File: src/design/arc_pkg.sv
// package: constants and types for the converter capture controller
package arc_pkg;
    localparam int unsigned    RES_BITS        = 12;
    localparam int unsigned    CLK_PERIOD_NS   = 50;
    localparam int unsigned    TRIG_MAX_NS     = 50;
    // longest time rounds down, never below one cycle
    localparam int unsigned    TRIG_HIGH_CYC   = (TRIG_MAX_NS / CLK_PERIOD_NS) < 1 ? 1
                                                 : (TRIG_MAX_NS / CLK_PERIOD_NS);
    localparam logic [11:0]    CODE_ZERO       = 12'h000;
    localparam logic [11:0]    CODE_FULL       = 12'hFFF;
    localparam logic [11:0]    TWOS_NEG_FULL   = 12'h800;
    localparam logic [11:0]    TWOS_POS_FULL   = 12'h7FF;
    localparam int unsigned    MSB_POS         = 11;
    localparam logic [1:0]     RANGE_IN        = 2'h0;
    localparam logic [1:0]     RANGE_UNDER     = 2'h1;
    localparam logic [1:0]     RANGE_OVER      = 2'h2;
    // strobe idles high, so its synchroniser and edge detector start high: no false edge after reset
    localparam logic [14:0]    SYNC_RESET      = 15'h5000;
    localparam logic           STROBE_IDLE     = 1'b1;
    localparam logic           MSB_INV_IDLE    = 1'b1;

    typedef enum logic [1:0]
    {
        ST_IDLE = 2'b00,
        ST_TRIG = 2'b01,
        ST_WAIT = 2'b11,
        ST_DONE = 2'b10
    } arc_state_type;
endpackage

File: src/design/arc_sync_if.sv
// interface: raw and synchronised pin levels between the top and the synchroniser
`timescale 1ns/10ps
`default_nettype none
interface arc_sync_if;
    logic [11:0] word_raw;
    logic        strobe_raw;
    logic        flag_raw;
    logic        msb_inv_raw;
    logic [11:0] word_s;
    logic        strobe_s;
    logic        flag_s;
    logic        msb_inv_s;
    modport sync (input word_raw, strobe_raw, flag_raw, msb_inv_raw, output word_s, strobe_s, flag_s, msb_inv_s);
    modport top  (output word_raw, strobe_raw, flag_raw, msb_inv_raw, input word_s, strobe_s, flag_s, msb_inv_s);
endinterface
`default_nettype wire

File: src/design/arc_sync.sv
// two-flop synchroniser for the converter output pins
`timescale 1ns/10ps
`default_nettype none
module arc_sync
    import arc_pkg::*;
(
    // clock and reset
    input  wire logic  clk_sys_i,
    input  wire logic  rst_i,
    // pin levels
    arc_sync_if.sync   pins
);
    logic [14:0] meta_r;
    logic [14:0] sync_r;

    always_ff @(posedge clk_sys_i)
    begin
        if (rst_i)
        begin
            meta_r <= SYNC_RESET;
            sync_r <= SYNC_RESET;
        end
        else
        begin
            meta_r <= {pins.msb_inv_raw, pins.flag_raw, pins.strobe_raw, pins.word_raw};
            sync_r <= meta_r;
        end
    end

    assign pins.word_s   = sync_r[11:0];
    assign pins.strobe_s = sync_r[12];
    assign pins.flag_s   = sync_r[13];
    assign pins.msb_inv_s = sync_r[14];
endmodule
`default_nettype wire

File: src/design/arc_capture.sv
// host-side controller: triggers conversions and captures result, range and codings
// Operation
// - capture new word on strobe rising edge
// - falling-edge capture yields previous result (here take_previous_i picks the word held before the rise)
// - decode flag with msb into under/over
// - twos complement uses inverted msb
// - start conversion by raising the trigger
// - drop trigger within 50 ns
`timescale 1ns/10ps
`default_nettype none
module arc_capture
    import arc_pkg::*;
(
    // clock and reset
    input  wire logic        clk_sys_i,
    input  wire logic        rst_i,
    // user side
    input  wire logic        start_i,
    input  wire logic        twos_comp_i,
    input  wire logic        take_previous_i,
    output var  logic        busy_o,
    output var  logic        result_valid_o,
    output var  logic [11:0] result_o,
    output var  logic        range_exceeded_o,
    output var  logic [1:0]  range_status_o,
    // converter pins
    output var  logic        conversion_trigger_o,
    input  wire logic [11:0] result_word_i,
    input  wire logic        msb_inv_i,
    input  wire logic        result_valid_strobe_i,
    input  wire logic        range_exceeded_flag_i
);
    arc_sync_if s_if ();

    arc_state_type state_r;
    arc_state_type state_nxt;
    logic [3:0]    trig_cnt_r;
    logic          strobe_d_r;
    logic [11:0]   word_d_r;
    logic          rise;
    logic          fall;
    logic [11:0]   word_sel;
    logic [11:0]   coded;
    logic          inv_d_r;
    logic          low_seen_r;
    logic          inv_sel;

    // every converter pin goes through the synchroniser together
    assign s_if.word_raw    = result_word_i;
    assign s_if.strobe_raw  = result_valid_strobe_i;
    assign s_if.flag_raw    = range_exceeded_flag_i;
    assign s_if.msb_inv_raw = msb_inv_i;

    arc_sync u_sync
    (
        .clk_sys_i (clk_sys_i),
        .rst_i     (rst_i),
        .pins      (s_if)
    );

    assign rise = s_if.strobe_s & ~strobe_d_r;
    assign fall = ~s_if.strobe_s & strobe_d_r;

    always_ff @(posedge clk_sys_i)
    begin
        if (rst_i)
        begin
            strobe_d_r <= STROBE_IDLE;
            word_d_r   <= CODE_ZERO;
            inv_d_r    <= MSB_INV_IDLE;
        end
        else
        begin
            strobe_d_r <= s_if.strobe_s;
            word_d_r   <= s_if.word_s;
            inv_d_r    <= s_if.msb_inv_s;
        end
    end

    // sequencer
    always_comb
    begin
        state_nxt = state_r;
        case (state_r)
            ST_IDLE:
                if (start_i)
                    state_nxt = ST_TRIG;
            ST_TRIG:
                if (trig_cnt_r == 4'(TRIG_HIGH_CYC - 1))
                    state_nxt = ST_WAIT;
            // a rise counts only once this conversion's strobe has dropped
            ST_WAIT:
                if (rise && low_seen_r)
                    state_nxt = ST_DONE;
            ST_DONE:
                state_nxt = ST_IDLE;
            default:
                state_nxt = ST_IDLE;
        endcase
    end

    always_ff @(posedge clk_sys_i)
    begin
        if (rst_i)
            state_r <= ST_IDLE;
        else
            state_r <= state_nxt;
    end

    always_ff @(posedge clk_sys_i)
    begin
        if (rst_i)
            trig_cnt_r <= 4'h0;
        else if (state_r == ST_TRIG)
            trig_cnt_r <= trig_cnt_r + 4'h1;
        else
            trig_cnt_r <= 4'h0;
    end

    // set wins over the idle clear
    always_ff @(posedge clk_sys_i)
    begin
        if (rst_i)
            low_seen_r <= 1'b0;
        else if (fall)
            low_seen_r <= 1'b1;
        else if (state_r == ST_IDLE)
            low_seen_r <= 1'b0;
    end

    // trigger high for one cycle only, 50 ns, which just fills the 50 ns noise window
    always_ff @(posedge clk_sys_i)
    begin
        if (rst_i)
            conversion_trigger_o <= 1'b0;
        else
            conversion_trigger_o <= (state_nxt == ST_TRIG);
    end

    always_ff @(posedge clk_sys_i)
    begin
        if (rst_i)
            busy_o <= 1'b0;
        else
            busy_o <= (state_nxt == ST_TRIG) || (state_nxt == ST_WAIT);
    end

    // previous word is the one held before the strobe rose
    assign word_sel = take_previous_i ? word_d_r : s_if.word_s;
    assign inv_sel  = take_previous_i ? inv_d_r : s_if.msb_inv_s;
    // twos coding takes the inverted msb pin, so saturated codes read 800/7FF
    assign coded    = twos_comp_i ? {inv_sel, word_sel[MSB_POS-1:0]} : word_sel;

    always_ff @(posedge clk_sys_i)
    begin
        if (rst_i)
            result_o <= CODE_ZERO;
        else if (rise)
            result_o <= coded;
    end

    always_ff @(posedge clk_sys_i)
    begin
        if (rst_i)
            range_exceeded_o <= 1'b0;
        else if (rise)
            range_exceeded_o <= s_if.flag_s;
    end

    // status uses the raw msb, before any recoding
    always_ff @(posedge clk_sys_i)
    begin
        if (rst_i)
            range_status_o <= RANGE_IN;
        else if (rise)
        begin
            if (!s_if.flag_s)
                range_status_o <= RANGE_IN;
            else if (word_sel[MSB_POS])
                range_status_o <= RANGE_OVER;
            else
                range_status_o <= RANGE_UNDER;
        end
    end

    always_ff @(posedge clk_sys_i)
    begin
        if (rst_i)
            result_valid_o <= 1'b0;
        else
            result_valid_o <= rise;
    end
endmodule
`default_nettype wire

File: config.mk
export PLATFORM = sky130hd
export DESIGN_NAME = arc_capture
export DESIGN_NICKNAME = d
export VERILOG_FILES = /design/src/design/arc_pkg.sv /design/src/design/arc_sync_if.sv /design/src/design/arc_sync.sv /design/src/design/arc_capture.sv
export SDC_FILE = /design/constraint.sdc
export NUM_CORES = 1
export LEC_CHECK = 0
export ABC_AREA = 1
export BUFFER_PORTS_ARGS = -buffer_cell sky130_fd_sc_hd__buf_2
export CAP_MARGIN = 30
export CORE_MARGIN = 8
export CORE_UTILIZATION = 55
export DETAILED_ROUTE_END_ITERATION = 10
export GPL_ROUTABILITY_DRIVEN = 0
export GPL_TIMING_DRIVEN = 0
export PLACE_DENSITY = 0.79
export SYNTH_ARGS = -nofsm -noshare
export SYNTH_HDL_FRONTEND = slang
export SYNTH_SLANG_ARGS = --single-unit
File: constraint.sdc
create_clock -name clk_sys_i -period 1.2 [get_ports clk_sys_i]
set_input_delay 0.18 -clock clk_sys_i [delete_from_list [all_inputs] [get_ports clk_sys_i]]
set_output_delay 0.18 -clock clk_sys_i [all_outputs]
set_load 0.03 [all_outputs]
* Word level (Yosys, flattened, before mapping) *
Cells that the tools add are included.

operators by class
  add/subtract/negate cells = 1
  eq/ne operators = 5
  mux-type cells = 11
  bitwise logic cells = 5
  reductions and logical operators = 6

operators with widths
  cell                                                 count
  2-to-1 mux 12 bit                                    2
  2-to-1 mux 2 bit                                     5
  one-hot mux 2 bit (4 select lines)                   1
  equality test 2 bit, second input constant           3
  adder 4 x 1 -> 4 bit, second input constant          1
  equality test 2 x 1 -> 1 bit, second input constant  2
  logical NOT 4 bit                                    1
  2-to-1 mux 1 bit                                     3
  NOT 1 bit                                            3
  bitwise AND 1 bit                                    2
  logical NOT 2 bit                                    1
  nonzero test 2 bit                                   1
  OR reduction 2 bit                                   1
  logical AND 1 bit                                    1
  logical OR 1 bit                                     1

word-level totals
  register bits = 69
  bits of input ports = 20
  output and inout port bits = 18
  logic and storage cells = 42

* Longest topological paths before layout *
  depth in word-level cells = 7
  gate-level depth with buffers = 6
  depth with buffers taken out = 6

* Hierarchy *
A second synthesis with hierarchy kept.

unflattened totals
  cells, all modules = 272
  area, all modules = 2451.1 sq um

modules (own cells, without submodules)
  module       times used  cells each  area an instance (sq um)  sequential area each (sq um)
  arc_capture  1           178         1585.3                    780.7
  arc_sync     1           94          865.8                     600.6

* Worst setup path after synthesis *
OpenSTA, ideal clock, no wires.

  kind = flip-flop to flip-flop
  start = register trig_cnt_r[0]
  end = register state_r[1]
  setup time = 0.115 ns
  data arrival time = 0.802 ns
  data required time = 1.085 ns
  setup slack = 0.283 ns
  cell stages (with the launch flop) = 6
  buffers on the path = 0
  clock period less this slack = 0.917 ns
  cell sequence = dfxtp_1 inv_1 ha_1 nand2_1 a21boi_1 and2_1

on the way
  cells in the longest elaborated chain, start to end = 3

RTL lines
  element                             line                text
  from (decl)                         arc_capture.sv:37   logic [3:0] trig_cnt_r;
  from (signal assigned)              arc_capture.sv:115  trig_cnt_r <= trig_cnt_r + 4'h1;
  logical NOT 4 bit                   arc_capture.sv:89   if (trig_cnt_r == 4'(TRIG_HIGH_CYC - 1))
  2-to-1 mux 2 bit                    arc_capture.sv:89
  one-hot mux 2 bit (4 select lines)  arc_capture.sv:84   case (state_r)
  to (signal assigned)                arc_capture.sv:107  state_r <= state_nxt;
  to (decl)                           arc_capture.sv:35   arc_state_type state_r;

Every way passes these cells.
A chain may end at the register's enable or synchronous reset.

* Worst setup path in the final report *
  start = register result_o[0]
  end = output port result_o[0]

RTL lines
  element                 line                text
  from (decl)             arc_capture.sv:23   output var logic [11:0] result_o,
  from (signal assigned)  arc_capture.sv:159  result_o <= coded;

No word-level cell between the ends.

==> report_table.html <==
<table>
<tr><th>Metric</th><th>Value</th></tr>
<tr><th colspan="2">Pwr</th></tr>
<tr><td>Sw frac</td><td>0.226</td></tr>
<tr><td>Flop pwr share</td><td>0.532</td></tr>
<tr><td>Power spent charging and discharging nets</td><td>1.03 mW</td></tr>
<tr><td>Cell-internal power</td><td>3.52 mW</td></tr>
<tr><td>Highest ir drop seen on vdd</td><td>1.14 mV</td></tr>
<tr><td>Static Leakage</td><td>1.32 nW</td></tr>
<tr><td>Total power density per cell area</td><td>1590 nW/um^2</td></tr>
<tr><td>Clock network fraction of design power</td><td>0.398</td></tr>
<tr><td>Combinational Power Share</td><td>0.069</td></tr>
<tr><th colspan="2">Min path</th></tr>
<tr><td>Endpoint of the worst hold-timing path</td><td>u_sync.meta_r[14]</td></tr>
<tr><td>Hold Path Depth</td><td>2</td></tr>
<tr><td>Hold Path Class</td><td>input port to register</td></tr>
<tr><td>Startpoint of the tightest hold check path</td><td>msb_inv_i</td></tr>
<tr><th colspan="2">Logic synthesis</th></tr>
<tr><td>Warning count from the yosys run</td><td>0</td></tr>
<tr><td>Top_reg_cell synth</td><td>dfxtp_1</td></tr>
<tr><td>FF+latch count, synth</td><td>69</td></tr>
<tr><td>Mean instance size in the synthesized netlist</td><td>9.10 sq um</td></tr>
<tr><td>Number of distinct library cells after synthesis</td><td>26</td></tr>
<tr><td>Post-synth EDFFs</td><td>0</td></tr>
<tr><td>Synthesized area</td><td>2410 sq um</td></tr>
<tr><td>Synth Instances</td><td>265</td></tr>
<tr><td>Post-Synthesis Net Count</td><td>287</td></tr>
<tr><td>Sequential area share after synthesis</td><td>0.573</td></tr>
<tr><td>Post-synth ARST share</td><td>0</td></tr>
<tr><th colspan="2">Floorplanning</th></tr>
<tr><td>FP Rows</td><td>24</td></tr>
<tr><td>DIE WIDTH</td><td>82.2 microns</td></tr>
<tr><td>I/O pin count</td><td>38</td></tr>
<tr><td>Vertical die dimension</td><td>82.2 microns</td></tr>
<tr><td>Core Box Area</td><td>4290 sq um</td></tr>
<tr><td>Initial standard-cell utilization of the core</td><td>0.561</td></tr>
<tr><td>Die Outline Area</td><td>6760 sq um</td></tr>
<tr><th colspan="2">Final layout</th></tr>
<tr><td>Area of the multi-input gates</td><td>723 sq um</td></tr>
<tr><td># fillers</td><td>366</td></tr>
<tr><td>Layout-stage area growth over the synthesis result</td><td>18.8%</td></tr>
<tr><td>FF/Latch Area</td><td>1380 sq um</td></tr>
<tr><td>Most frequent standard cell in the layout excluding fill and tap cells</td><td>dfxtp_1</td></tr>
<tr><td>Fraction of layout instances using a drive strength above 1</td><td>0.304</td></tr>
<tr><td>Final nets</td><td>336</td></tr>
<tr><td>Util after Layout</td><td>0.667</td></tr>
<tr><td>Most used cells in the layout excluding fill and tap cells</td><td>dfxtp_1 (69), inv_1 (49), nor2_1 (45), buf_2 (39), nand2_1 (25)</td></tr>
<tr><td>Antenna fix cells</td><td>0</td></tr>
<tr><th colspan="2">Critical path</th></tr>
<tr><td>Number of cell instances on the worst register-to-register path</td><td>4</td></tr>
<tr><td>Largest delay contributor family on the critical path</td><td>flip-flops</td></tr>
<tr><td>Buffer and inverter count on the worst path</td><td>1</td></tr>
<tr><td>Startpoint kind of the worst setup timing path</td><td>register</td></tr>
<tr><td>Beginning of the worst register-to-register path</td><td>u_sync.sync_r[12]</td></tr>
<tr><td>Critical path arrival</td><td>0.90 ns</td></tr>
<tr><td>Depth of the critical timing path with buffers and inverters included</td><td>1</td></tr>
<tr><td>Maximum cell stage delay along the critical path</td><td>0.35 ns</td></tr>
<tr><td>Reg2Reg Setup Slack</td><td>0.21 ns</td></tr>
<tr><td>Worst-path cell chain</td><td>buf_2</td></tr>
<tr><td>Worst setup EP type</td><td>primary output</td></tr>
<tr><td>Worst reg2reg path endpoint</td><td>result_o[4]</td></tr>
<tr><td>Critical path peak fanout</td><td>2</td></tr>
<tr><td>Critical path start-end classification</td><td>register to primary output</td></tr>
<tr><td>Data required, critical path</td><td>1.02 ns</td></tr>
<tr><td>Highest-delay cell along the critical path</td><td>dfxtp_1</td></tr>
<tr><th colspan="2">STA</th></tr>
<tr><td>Max Fclk</td><td>928 MHz</td></tr>
<tr><td>Number of failing setup endpoints in the final timing report</td><td>0</td></tr>
<tr><td>Unrepaired setup endpoints after global routing</td><td>no</td></tr>
<tr><td>Tmin final</td><td>1.08 ns</td></tr>
<tr><td>Max-slew violation count</td><td>0</td></tr>
<tr><td>Final clock skew</td><td>0.00632 ns</td></tr>
<tr><td>Transition time of the tightest slew-check pin</td><td>0.179 ns</td></tr>
<tr><td>Final sum of negative setup slack</td><td>0 ns</td></tr>
<tr><td>Period utilisation layout</td><td>0.898</td></tr>
<tr><td>Total count of hold-check failures in the final report</td><td>0</td></tr>
<tr><td>Worst slew slack as a fraction of its limit</td><td>0.879</td></tr>
<tr><th colspan="2">Detailed routing</th></tr>
<tr><td>Final Routed Wirelength</td><td>3880 microns</td></tr>
<tr><td>Antenna viol nets, final</td><td>0</td></tr>
<tr><td>DRT iter0 DRCs</td><td>88</td></tr>
<tr><td>Detailed-route wire length per cell</td><td>10.5 microns</td></tr>
<tr><td>Initial DRT Pass Iterations</td><td>5</td></tr>
<tr><td>Post-detailed-route via-to-cell ratio</td><td>4.31</td></tr>
<tr><td>Remaining design rule violation count</td><td>0</td></tr>
<tr><td>Via Count</td><td>1,598</td></tr>
<tr><th colspan="2">Global route</th></tr>
<tr><td>Overflow left after global routing</td><td>0</td></tr>
<tr><td>GRT Overall Usage</td><td>0.131</td></tr>
<tr><td>Number of global-route vias before repair</td><td>1,576</td></tr>
<tr><td>Global-route wire length before repair</td><td>6650 microns</td></tr>
<tr><td>Largest net degree at the start of global routing</td><td>12</td></tr>
<tr><td>Antenna violations before repair</td><td>0</td></tr>
<tr><th colspan="2">Placed design</th></tr>
<tr><td>PortBufs</td><td>37</td></tr>
<tr><td>Detailed placement HPWL</td><td>2850 microns</td></tr>
<tr><th colspan="2">Clock network</th></tr>
<tr><td>Library cell used as clock root buffer</td><td>clkbuf_8</td></tr>
<tr><td>Number of buffers added by the clock tree synthesis step</td><td>9</td></tr>
<tr><td>Clock sinks</td><td>69</td></tr>
<tr><td>CTS tree</td><td>yes</td></tr>
<tr><td>Insertion delay to the later sink of the worst-skew pair</td><td>0.33 ns</td></tr>
<tr><td>Clk slew on worst S/H paths</td><td>0.07 ns</td></tr>
<tr><td>Maximum clock path buffer count</td><td>2</td></tr>
<tr><td>H-tree depth</td><td>3</td></tr>
<tr><td>Quantity of gates resized following cts</td><td>0</td></tr>
<tr><th colspan="2">Job</th></tr>
<tr><td>Max-capacitance violation count</td><td>0</td></tr>
<tr><th colspan="2">Run status</th></tr>
<tr><td>Result of the run</td><td>finished clean</td></tr>
</table>
synth_stat cells, types with 2 or more instances:
| cell type | n | area [sq um] |
|---|---|---|
| nor2_1 | 45 | 169 |
| inv_1 | 49 | 184 |
| buf_2 | 2 | 10.0 |
| ha_1 | 2 | 25.0 |
| nand2_2 | 3 | 18.8 |
| nand3_1 | 5 | 25.0 |
| o21ai_2 | 9 | 78.8 |
| or2_1 | 6 | 37.5 |
| nand2_1 | 25 | 93.8 |
| inv_2 | 3 | 11.3 |
| buf_12 | 2 | 40.0 |
| buf_4 | 4 | 30.0 |
| buf_6 | 2 | 22.5 |
| a21oi_2 | 18 | 158 |
| dfxtp_1 | 69 | 1380 |
| a21oi_1 | 10 | 50.1 |
| o21ai_0 | 2 | 10.0 |
flip-flops by register name (all words and copies together) (netlist names):
signal / count
busy_o: 1
state_r: 2
low_seen_r: 1
result_o: 12
range_status_o: 2
result_valid_o: 1
u_sync.meta_r: 15
word_d_r: 12
inv_d_r: 1
range_exceeded_o: 1
conversion_trigger_o: 1
strobe_d_r: 1
trig_cnt_r: 4
u_sync.sync_r: 15
logic make-up after synthesis:
logic type	Yosys count	synth area share
xor+xnor	1	0.00363
flops	69	0.573
buf+inv	63	0.127
compound gates	42	0.131
fa+ha+maj	2	0.0104
simple gates	88	0.155
power by group through the flow:
stage | Combinational (mW) | Sequential [mW] | Clock (mW)
after floorplan | 0.184 | 2.51 | 0
after global placement | 0.310 | 2.47 | 0
after detailed placement | 0.317 | 2.47 | 0
after CTS | 0.321 | 2.42 | 1.86
after global routing | 0.357 | 2.43 | 1.96
final | 0.315 | 2.42 | 1.81
worst max path at each step:
stage                            from           to  slack [ns]
finish                    result_o[0]  result_o[0]        0.12
global route              result_o[5]  result_o[5]        0.06
CTS                       result_o[5]  result_o[5]        0.09
detailed placement  u_sync.sync_r[12]  result_o[3]        0.21
global placement    u_sync.sync_r[12]  result_o[3]        0.22
floorplan               trig_cnt_r[0]   state_r[1]        0.28
repair_timing:
item,4_1_cts,5_1_grt
hold buffers,1,0
endpoints found under the hold margin,1,0
buffers inserted,0,0
layer usage:
| layer | vias to the layer above | wire (microns) | global-route usage |
|---|---|---|---|
| met5 | - | 0 | 0 |
| met4 | 0 | 65 | 0.0789 |
| met3 | 5 | 252 | 0.0552 |
| met2 | 37 | 1760 | 0.200 |
| met1 | 669 | 1810 | 0.150 |
| li1 | 887 | - | - |
final cells by class:
type | count | share of cell area
Multi-Input combinational cell | 133 | 0.253
Inverter | 53 | 0.0712
Clock inverter | 4 | 0.0166
Tap cell | 52 | 0.0227
Clock buffer | 12 | 0.0507
Buffer | 10 | 0.0358
Sequential cell | 69 | 0.482
Timing Repair Buffer | 38 | 0.0682
per-stage QoR:
stage / power (mW) / setup WS (ns) / cell area, sq um / std cells / hold slack (ns)
after floorplan: 2.69 / 0.283 / 2410 / 265 / 0.277
after CTS: 4.60 / 0.0909 / 2860 / 371 / 0.00803
after global routing: 4.74 / 0.0552 / 2860 / 371 / 0.0278
final: 4.55 / 0.122 / 2860 / 371 / 0.0249
after global placement: 2.78 / 0.223 / 2660 / 354 / 0.361
after detailed placement: 2.79 / 0.210 / 2660 / 354 / 0.362
No activity file was read; power rests on OpenSTA's default activity.
